[src/hw/flash_seq_defs.svh]
// Offsets, field positions, reset values and command codes of the flash sequencer.
// Assumes a 32-bit classic Wishbone register bus with byte addresses.
`ifndef FLASH_SEQ_DEFS_SVH
`define FLASH_SEQ_DEFS_SVH
// ****************
// Register offsets
// ****************
`define OFS_STATUS 8'h00
`define OFS_INDEX 8'h04
`define OFS_OBJECT 8'h08
`define OFS_ALLOW 8'h0C
`define OFS_PROT 8'h10
`define OFS_SECURE 8'h14
// ****************
// Status bit positions
// ****************
`define ST_COMMAND_COMPLETE_FLAG 7
`define ST_ACCESS_ERROR_FLAG 5
`define ST_PROTECTION_VIOLATION_FLAG 4
`define ST_MG1 1
`define ST_MG0 0
// ****************
// Reset values
// ****************
`define ALLOW_RST 4'hF
`define PROT_RST 17'h0_0000
// ****************
// Command codes and indices
// ****************
`define CMD_PGM 8'h06
`define CMD_ONCE 8'h07
`define CMD_ALL 8'h08
`define CMD_BLK 8'h09
`define CMD_SEC 8'h0A
`define IDX_PGM 3'h5
`define IDX_ALL 3'h0
`define IDX_ERS 3'h1
`define OBJ_WORDS 6
// ****************
// Array layout
// ****************
`define PF_BLK 2'h3
`define DF_BLK 2'h0
`define ERASED 64'hFFFF_FFFF_FFFF_FFFF
`endif

[src/hw/flash_seq_pkg.sv]
// Types shared by the flash sequencer and its array macro port.
// Assumes the macro answers each request with a one-cycle done pulse.
package flash_seq_pkg;
    typedef enum logic [1:0] {OP_READ, OP_PROG, OP_ERASE, OP_BLANK} fl_op_t;
    typedef enum logic [1:0] {SC_PHRASE, SC_SECTOR, SC_BLOCK, SC_ALL} fl_scope_t;
    typedef struct packed {
        logic req;
        fl_op_t op;
        fl_scope_t scope;
        logic otp;
        logic [17:0] addr;
        logic [63:0] data;
    } fl_req_t;
    typedef struct packed {
        logic done;
        logic [63:0] rdata;
        logic ded;
    } fl_rsp_t;
endpackage : flash_seq_pkg

[src/hw/flash_seq.sv]
// Command sequencer of the embedded flash controller with a Wishbone register slave.
// Assumes the array macro runs on clk_i and answers each request with fl_i.done.
`include "flash_seq_defs.svh"

// Functional notes
// - Program writes four words, reads them back, then sets the complete flag.
// - Program address must have its three low bits zero, else access error.
// - Program and one-time program need word index 101 at launch.
// - Program address must be a valid location, else access error.
// - Program into a protected region raises protection violation.
// - Verify errors set verify flag; uncorrectable ones set the other flag.
// - Commands other than whole erase need permission in the current mode.
// - One-time program checks erased phrase, programs, verifies, then completes.
// - One-time phrase index above seven raises access error.
// - Already programmed one-time phrase raises access error unless all ones.
// - During one-time program main array reads return invalid data.
// - Whole erase erases and verifies everything; security released on success.
// - Whole erase needs word index 000 at launch.
// - Whole erase with any protected region raises protection violation.
// - Block erase erases block chosen by address bits 17:16, verifies, completes.
// - Block and sector erase need index 001 and a valid block.
// - Block erase needs phrase alignment in program array, word in data.
// - Block erase of a block with protection raises protection violation.
// - Sector erase erases the containing program sector, verifies, completes.
// - Sector erase needs low bits 000; protected sector raises violation.
module flash_seq (
    input wire logic clk_i,
    input wire logic rst_i,
    input wire logic wb_cyc_i,
    input wire logic wb_stb_i,
    input wire logic wb_we_i,
    input wire logic [7:0] wb_adr_i,
    input wire logic [3:0] wb_sel_i,
    input wire logic [31:0] wb_dat_i,
    output logic [31:0] wb_dat_o,
    output logic wb_ack_o,
    output flash_seq_pkg::fl_req_t fl_o,
    input flash_seq_pkg::fl_rsp_t fl_i,
    output logic main_rd_invalid_o,
    output logic secure_o
);
    import flash_seq_pkg::*;

    typedef enum logic [2:0] {S_IDLE, S_CHECK, S_BLANK, S_PROG, S_ERASE, S_VFY} state_t;

    // ****************
    // Registers
    // ****************
    state_t state_q;
    logic command_complete_flag_q;
    logic access_error_flag_q;
    logic protection_violation_flag_q;
    logic mg1_q;
    logic mg0_q;
    logic secure_q;
    logic [2:0] idx_q;
    logic [15:0] obj_q [0:`OBJ_WORDS-1];
    logic [3:0] allow_q;
    logic [16:0] prot_q;
    logic ack_q;
    logic [31:0] dat_q;

    // ****************
    // Decode
    // ****************
    function automatic logic prot_hit(input logic [15:0] p, input logic [15:0] a);
        prot_hit = p[a[15:12]];
    endfunction : prot_hit

    logic req_ok;
    logic wr_en;
    logic launch;
    logic busy;
    logic [7:0] code;
    logic [1:0] blk;
    logic [15:0] ofs;
    logic is_pf;
    logic is_df;
    logic acc_chk;
    logic pv_chk;
    logic vfy_bad;
    logic [63:0] expect_w;

    assign req_ok = wb_cyc_i & wb_stb_i;
    assign busy = (state_q != S_IDLE);
    // Writes are dropped while a command runs, so a busy array is never disturbed.
    assign wr_en = req_ok & wb_we_i & ack_q & ~busy;
    assign launch = wr_en & (wb_adr_i == `OFS_STATUS) & wb_sel_i[0] & wb_dat_i[`ST_COMMAND_COMPLETE_FLAG] & command_complete_flag_q
        & ~(access_error_flag_q & ~wb_dat_i[`ST_ACCESS_ERROR_FLAG]) & ~(protection_violation_flag_q & ~wb_dat_i[`ST_PROTECTION_VIOLATION_FLAG]);
    assign code = obj_q[0][15:8];
    assign blk = obj_q[0][1:0];
    assign ofs = obj_q[1];
    assign is_pf = (blk == `PF_BLK);
    assign is_df = (blk == `DF_BLK);
    assign expect_w = (code == `CMD_PGM || code == `CMD_ONCE)
        ? {obj_q[5], obj_q[4], obj_q[3], obj_q[2]} : `ERASED;
    assign vfy_bad = (fl_i.rdata != expect_w) | fl_i.ded;

    // ****************
    // Launch checks
    // ****************
    always_comb begin
        acc_chk = 1'b0;
        pv_chk = 1'b0;
        case (code)
            `CMD_PGM: begin
                acc_chk = (idx_q != `IDX_PGM)
                    | ~allow_q[0]
                    | ~is_pf
                    | (ofs[2:0] != 3'h0);
                pv_chk = prot_hit(prot_q[15:0], ofs);
            end
            `CMD_ONCE: begin
                acc_chk = (idx_q != `IDX_PGM)
                    | ~allow_q[1]
                    | (ofs[15:3] != 13'h0);
            end
            `CMD_ALL: begin
                acc_chk = (idx_q != `IDX_ALL);
                pv_chk = |prot_q;
            end
            `CMD_BLK: begin
                acc_chk = (idx_q != `IDX_ERS) | ~allow_q[2] | ~(is_pf | is_df)
                    | (is_pf & (ofs[2:0] != 3'h0)) | (is_df & ofs[0]);
                pv_chk = is_pf ? (|prot_q[15:0]) : prot_q[16];
            end
            `CMD_SEC: begin
                acc_chk = (idx_q != `IDX_ERS) | ~allow_q[3] | ~is_pf
                    | (ofs[2:0] != 3'h0);
                pv_chk = prot_hit(prot_q[15:0], ofs);
            end
            default: begin
                acc_chk = 1'b1;
            end
        endcase
    end

    // ****************
    // Sequencer
    // ****************
    always_ff @(posedge clk_i) begin
        if (rst_i) begin
            state_q <= S_IDLE;
        end else begin
            case (state_q)
                S_IDLE: begin
                    if (launch) begin
                        state_q <= S_CHECK;
                    end
                end
                S_CHECK: begin
                    if (acc_chk | pv_chk) begin
                        state_q <= S_IDLE;
                    end else if (code == `CMD_ONCE) begin
                        state_q <= S_BLANK;
                    end else if (code == `CMD_PGM) begin
                        state_q <= S_PROG;
                    end else begin
                        state_q <= S_ERASE;
                    end
                end
                S_BLANK: begin
                    if (fl_i.done) begin
                        state_q <= (fl_i.rdata == `ERASED) ? S_PROG : S_IDLE;
                    end
                end
                S_PROG: begin
                    if (fl_i.done) begin
                        state_q <= S_VFY;
                    end
                end
                S_ERASE: begin
                    if (fl_i.done) begin
                        state_q <= S_VFY;
                    end
                end
                S_VFY: begin
                    if (fl_i.done) begin
                        state_q <= S_IDLE;
                    end
                end
                default: begin
                    state_q <= S_IDLE;
                end
            endcase
        end
    end

    // ****************
    // Array request
    // ****************
    always_comb begin
        fl_o.req = (state_q == S_BLANK) | (state_q == S_PROG) | (state_q == S_ERASE) | (state_q == S_VFY);
        fl_o.otp = (code == `CMD_ONCE);
        fl_o.addr = fl_o.otp ? {15'h0, ofs[2:0]} : {blk, ofs};
        fl_o.data = {obj_q[5], obj_q[4], obj_q[3], obj_q[2]};
        case (code)
            `CMD_ALL: fl_o.scope = SC_ALL;
            `CMD_BLK: fl_o.scope = SC_BLOCK;
            `CMD_SEC: fl_o.scope = SC_SECTOR;
            default: fl_o.scope = SC_PHRASE;
        endcase
        case (state_q)
            S_PROG: fl_o.op = OP_PROG;
            S_ERASE: fl_o.op = OP_ERASE;
            S_VFY: fl_o.op = (fl_o.scope == SC_PHRASE) ? OP_READ : OP_BLANK;
            default: fl_o.op = OP_READ;
        endcase
    end

    assign main_rd_invalid_o = busy & (code == `CMD_ONCE);
    assign secure_o = secure_q;

    // ****************
    // Status flags
    // ****************
    always_ff @(posedge clk_i) begin
        if (rst_i) begin
            command_complete_flag_q <= 1'b1;
        end else if (launch) begin
            command_complete_flag_q <= 1'b0;
        end else if (state_q == S_CHECK && (acc_chk | pv_chk)) begin
            command_complete_flag_q <= 1'b1;
        end else if (state_q == S_BLANK && fl_i.done && fl_i.rdata != `ERASED) begin
            command_complete_flag_q <= 1'b1;
        end else if (state_q == S_VFY && fl_i.done) begin
            command_complete_flag_q <= 1'b1;
        end
    end

    always_ff @(posedge clk_i) begin
        if (rst_i) begin
            access_error_flag_q <= 1'b0;
            protection_violation_flag_q <= 1'b0;
        end else begin
            if (wr_en && wb_adr_i == `OFS_STATUS && wb_sel_i[0]) begin
                access_error_flag_q <= access_error_flag_q & ~wb_dat_i[`ST_ACCESS_ERROR_FLAG];
                protection_violation_flag_q <= protection_violation_flag_q & ~wb_dat_i[`ST_PROTECTION_VIOLATION_FLAG];
            end
            if (state_q == S_CHECK && acc_chk) begin
                access_error_flag_q <= 1'b1;
            end
            if (state_q == S_CHECK && pv_chk) begin
                protection_violation_flag_q <= 1'b1;
            end
            if (state_q == S_BLANK && fl_i.done && fl_i.rdata != `ERASED) begin
                access_error_flag_q <= 1'b1;
            end
        end
    end

    always_ff @(posedge clk_i) begin
        if (rst_i) begin
            mg1_q <= 1'b0;
            mg0_q <= 1'b0;
        end else if (launch) begin
            mg1_q <= 1'b0;
            mg0_q <= 1'b0;
        end else if (state_q == S_VFY && fl_i.done) begin
            mg1_q <= vfy_bad;
            mg0_q <= fl_i.ded;
        end
    end

    always_ff @(posedge clk_i) begin
        if (rst_i) begin
            secure_q <= 1'b1;
        end else if (state_q == S_VFY && fl_i.done && code == `CMD_ALL && !vfy_bad) begin
            secure_q <= 1'b0;
        end
    end

    // ****************
    // Register bus slave
    // ****************
    always_ff @(posedge clk_i) begin
        if (rst_i) begin
            ack_q <= 1'b0;
        end else begin
            ack_q <= req_ok & ~ack_q;
        end
    end
    assign wb_ack_o = ack_q;
    assign wb_dat_o = dat_q;

    always_ff @(posedge clk_i) begin
        if (rst_i) begin
            dat_q <= 32'h0000_0000;
        end else if (req_ok && !ack_q) begin
            case (wb_adr_i)
                `OFS_STATUS: dat_q <= {24'h0, command_complete_flag_q, 1'b0, access_error_flag_q, protection_violation_flag_q, 2'b00, mg1_q, mg0_q};
                `OFS_INDEX: dat_q <= {29'h0, idx_q};
                `OFS_OBJECT: dat_q <= (idx_q < 3'h6) ? {16'h0, obj_q[idx_q]} : 32'h0000_0000;
                `OFS_ALLOW: dat_q <= {28'h0, allow_q};
                `OFS_PROT: dat_q <= {15'h0, prot_q};
                `OFS_SECURE: dat_q <= {31'h0, secure_q};
                default: dat_q <= 32'h0000_0000;
            endcase
        end
    end

    always_ff @(posedge clk_i) begin
        if (rst_i) begin
            idx_q <= 3'h0;
            allow_q <= `ALLOW_RST;
            prot_q <= `PROT_RST;
        end else if (wr_en) begin
            if (wb_adr_i == `OFS_INDEX && wb_sel_i[0]) begin
                idx_q <= wb_dat_i[2:0];
            end
            if (wb_adr_i == `OFS_ALLOW && wb_sel_i[0]) begin
                allow_q <= wb_dat_i[3:0];
            end
            if (wb_adr_i == `OFS_PROT && wb_sel_i == 4'hF) begin
                prot_q <= wb_dat_i[16:0];
            end
        end
    end

    always_ff @(posedge clk_i) begin
        if (rst_i) begin
            for (int i = 0; i < `OBJ_WORDS; i++) begin
                obj_q[i] <= 16'h0000;
            end
        end else if (wr_en && wb_adr_i == `OFS_OBJECT && idx_q < 3'h6) begin
            if (wb_sel_i[0]) begin
                obj_q[idx_q][7:0] <= wb_dat_i[7:0];
            end
            if (wb_sel_i[1]) begin
                obj_q[idx_q][15:8] <= wb_dat_i[15:8];
            end
        end
    end

    // ****************
    // Assertions
    // ****************
    a_busy_command_complete_flag: assert property (@(posedge clk_i) disable iff (rst_i)
        (state_q inside {S_PROG, S_ERASE, S_BLANK}) |-> !command_complete_flag_q)
        else $error("complete flag set during operation");
    a_reject_now: assert property (@(posedge clk_i) disable iff (rst_i)
        (state_q == S_CHECK && (acc_chk || pv_chk)) |=> (command_complete_flag_q && state_q == S_IDLE && !fl_o.req))
        else $error("failed check did not complete at once");
    a_pgm_align: assert property (@(posedge clk_i) disable iff (rst_i)
        (state_q == S_CHECK && code == `CMD_PGM && ofs[2:0] != 3'h0) |=> access_error_flag_q)
        else $error("misaligned program not flagged");
    a_pgm_index: assert property (@(posedge clk_i) disable iff (rst_i)
        (state_q == S_CHECK && code == `CMD_ONCE && idx_q != 3'h5) |=> (access_error_flag_q && command_complete_flag_q))
        else $error("one-time index not checked");
    a_all_index: assert property (@(posedge clk_i) disable iff (rst_i)
        (state_q == S_CHECK && code == `CMD_ALL && idx_q != 3'h0) |=> access_error_flag_q)
        else $error("whole erase index not checked");
    a_ers_prot: assert property (@(posedge clk_i) disable iff (rst_i)
        (state_q == S_CHECK && code == `CMD_BLK && is_pf && prot_q[15:0] != 16'h0) |=> (protection_violation_flag_q && !busy))
        else $error("protected block erase not refused");
    a_otp_read: assert property (@(posedge clk_i) disable iff (rst_i)
        (!command_complete_flag_q && code == `CMD_ONCE) |-> main_rd_invalid_o)
        else $error("main reads not blocked during one-time program");
    a_vfy_ded: assert property (@(posedge clk_i) disable iff (rst_i)
        (state_q == S_VFY && fl_i.done && fl_i.ded) |=> (mg1_q && mg0_q && command_complete_flag_q))
        else $error("uncorrectable verify error not reported");
    a_sec_keep: assert property (@(posedge clk_i) disable iff (rst_i)
        (state_q == S_VFY && fl_i.done && vfy_bad) |=> (secure_q == $past(secure_q)))
        else $error("security released after failed verify");
    a_otp_used: assert property (@(posedge clk_i) disable iff (rst_i)
        (state_q == S_BLANK && fl_i.done && fl_i.rdata != `ERASED) |=> (access_error_flag_q && state_q == S_IDLE))
        else $error("programmed one-time phrase accepted");
endmodule : flash_seq

[config.mk]
export PLATFORM = sky130hd
export DESIGN_NAME = flash_seq
export DESIGN_NICKNAME = d
export VERILOG_FILES = /design/src/hw/flash_seq_pkg.sv /design/src/hw/flash_seq.sv
export VERILOG_INCLUDE_DIRS = /design/src /design/src/hw
export SDC_FILE = /design/constraint.sdc
export NUM_CORES = 1
export LEC_CHECK = 0
export BUFFER_PORTS_ARGS = -buffer_cell sky130_fd_sc_hd__buf_4
export CAP_MARGIN = 20
export CORE_MARGIN = 3
export CORE_UTILIZATION = 55
export CTS_BUF_LIST = sky130_fd_sc_hd__clkbuf_4
export DETAILED_ROUTE_END_ITERATION = 16
export PLACE_DENSITY_LB_ADDON = 0.15
export SYNTH_ARGS = -nofsm -noshare
export SYNTH_HDL_FRONTEND = slang
export SYNTH_SLANG_ARGS = --single-unit
[constraint.sdc]
create_clock -name clk_i -period 4.6 [get_ports clk_i]
set_clock_uncertainty 0.15 [all_clocks]
set_input_delay 0.46 -clock clk_i [delete_from_list [all_inputs] [get_ports clk_i]]
set_output_delay 0.46 -clock clk_i [all_outputs]
set_load 0.005 [all_outputs]
==> flow_metrics.tcl <==
set metrics [dict create \
    ys_seq_area_share_pct 48.0 \
    drc 0 \
    max_slew_margin_pct 28.2 \
    ys_top_cells_by_area "edfxtp_1 (37%), dfxtp_1 (11%), mux4_2 (7.7%)" \
    ys_ff_latch 182 \
    crit_arrival_ns 3.17 \
    layout_commonest_cell "buf_4" \
    cts_root_buffer "clkbuf_4" \
    cts_setup_buffers 0 \
    endpoint_kind "primary output" \
    num_rows 49 \
    power_density_nw_per_um2 251 \
    ctsResizeCount 0 \
    area_delta_synth_final_pct 21.6 \
    initial_utilization_pct 56.5 \
    viasPerCell 6.55 \
    final_cell_mix "buf_4 (217), edfxtp_1 (128), nor2_1 (115)" \
    wire_per_inst_um 24.0 \
    drt_iter0_drc 1633 \
    seq_area_um2 4930 \
    leakage_nw 4.78 \
    synth_top_area_share_pct 37.5 \
    cts.clk_slew.worst_paths_ns 0.18 \
    cts_sinks 182 \
    die_x_um 143 \
    post-dp-hpwl_um 26600 \
    drtPass1Iterations 6 \
    port_buffers 207 \
    dp_slack_ns 1.02 \
    maxCapViolations 0 \
    slew_violations 0 \
    drtAntennaViolNets 0 \
    fillCellCount 1410 \
    numCtsBuffers 17 \
    fmax_mhz 265 \
    ios 238 \
    setup_viol 0 \
    antenna_found_initial 1 \
    period_needed_ns 3.78 \
    synth-edff-count 128 \
    grt_util_all_layers_pct 33.9 \
    drive_above_1_share_pct 25.5 \
    cts_tree "yes" \
    status "finished, final reports clean" \
    multi_input_area_um2 4910 \
    place_congestion 0.994 \
    cts_buffer_depth 2 \
    critPathRequiredTime_ns 3.99 \
    ir_drop_uv 151 \
    total_power_mw 3.14 \
    wl_um 35000 \
    htreeDepth 4 \
    crit_type "reg -> out" \
    overflow 0 \
    worstMarginPinSlew_ns 1.08 \
    syn_area_um2 10300 \
    postLayoutCellArea_um2 12500 \
    grt_max_degree 69 \
    path_max_fanout 27 \
    synthArstFlopShare_pct 0 \
    die_y_um 143 \
    coreArea_um2 18100 \
    tns_ns 0 \
    synthCells 992 \
    first_global_vias 8815 \
    place_area_um2 12000 \
    ys_types 73 \
    insertion_delay_ns 0.59 \
    syn_avg_cell_area_um2 10.3 \
    finalCritPeriodShare_pct 82.1 \
    rsz0062_at_grt "no" \
    hold_violations 0 \
    grt_pass1_wl_um 52000 \
    synth-main-ff-cell "edfxtp_1" \
    startpoint_type "register" \
    ys_warn_count 0 \
    yosysTopAreaCell "edfxtp_1" \
    nets 1333 \
    min_path_type "in -> reg" \
    vias 9556 \
    die_area_um2 20300 \
    timing.final.ws_setup_ns 0.822 \
]
==> worst max-delay path, stage by stage, from the launching register on <==
cell      delay [ns]
edfxtp_1        0.47
or4_4           0.77
nor2_4          0.39
nand2_1         0.40
inv_1           0.32
nor2_1          0.07
buf_4           0.14
==> report_power, final <==
part | switching (mW) | internal (mW)
clock | 0.638 | 0.304
combinational | 0.178 | 0.161
sequential | 0.0647 | 1.79
total | 0.881 | 2.25
==> what timing repair did <==
action / 4_1_cts / 5_1_grt
setup endpoints to repair: 0 / 0
endpoints found under the hold margin: 20 / 0
hold buffers: 17 / 0
==> sequential cells by signal, summed over array words and instances (netlist names), 3 cells and up, named ones only <==
signal,cells
wb_dat_o,17
idx_q,3
allow_q,4
prot_q,17
obj_q,128
state_q,3
==> area by class of cell <==
type / instances / area share [%]
Clock inverter: 15 / 1.43
Sequential cell: 182 / 39.5
Multi-Input combinational cell: 723 / 39.3
Antenna cell: 1 / 0.0201
Timing Repair Buffer: 236 / 14.7
Inverter: 56 / 1.68
Tap cell: 229 / 2.30
Clock buffer: 17 / 1.02
==> stage by stage <==
step           hold WS (ns)  utilization [%]  std cells
5_1_grt              0.0513             68.8       1459
4_1_cts              0.0215             68.5       1456
6_report             0.0583             68.8       1459
3_3_place_gp          0.312             65.9       1407
3_5_place_dp          0.320             65.9       1407
2_1_floorplan         0.295                -       1038
==> cells in the mapped netlist (all sizes together) (13+ instances only) <==
cell type    n
nor4        21
mux4        35
and3        17
buf         42
nand4       54
o21ai       26
nor2       116
nor3        16
and2        31
a21oi       27
nand3       17
a22oi       20
dfxtp       54
o31ai       15
mux2i       24
clkbuf      35
edfxtp     128
nand2       87
nor2b       13
inv         56
==> kinds of logic after synthesis <==
kind of cell	share of synthesized area, %
xor gates and xnor gates	1.79
DFF	48.0
other	0.0366
and+or+nand+nor	21.8
AOI/OAI and AO/OA	12.0
muxes	10.1
adders and majority gates	0.244
buffers and inverters	5.95
==> per-layer routing <==
layer	vias to the layer above	global-route usage [%]	share of wire, %	wire length (um)
met5	-	0	0	0
met4	0	12.4	3.7	1310
met3	88	7.02	13	4600
met2	825	50.9	44	15500
met1	4506	49.2	39	13600
li1	4137	-	-	-
==> worst paths after layout <==
kind	start	endpoint	slack, ns	depth (start not counted)
setup / recovery	obj_q[0][15]$_SDFFCE_PN0P_	fl_o[78]	0.82	6
hold / removal	fl_i[65]	state_q[2]$_SDFFE_PP0P_	0.06	3
setup reg to reg	obj_q[0][15]$_SDFFCE_PN0P_	secure_o$_SDFFE_PP1P_	1.33	9
hold reg to reg	mg1_q$_SDFFE_PP0P_	mg1_q$_SDFFE_PP0P_	0.34	2
Power figures use the tool's default switching activity.
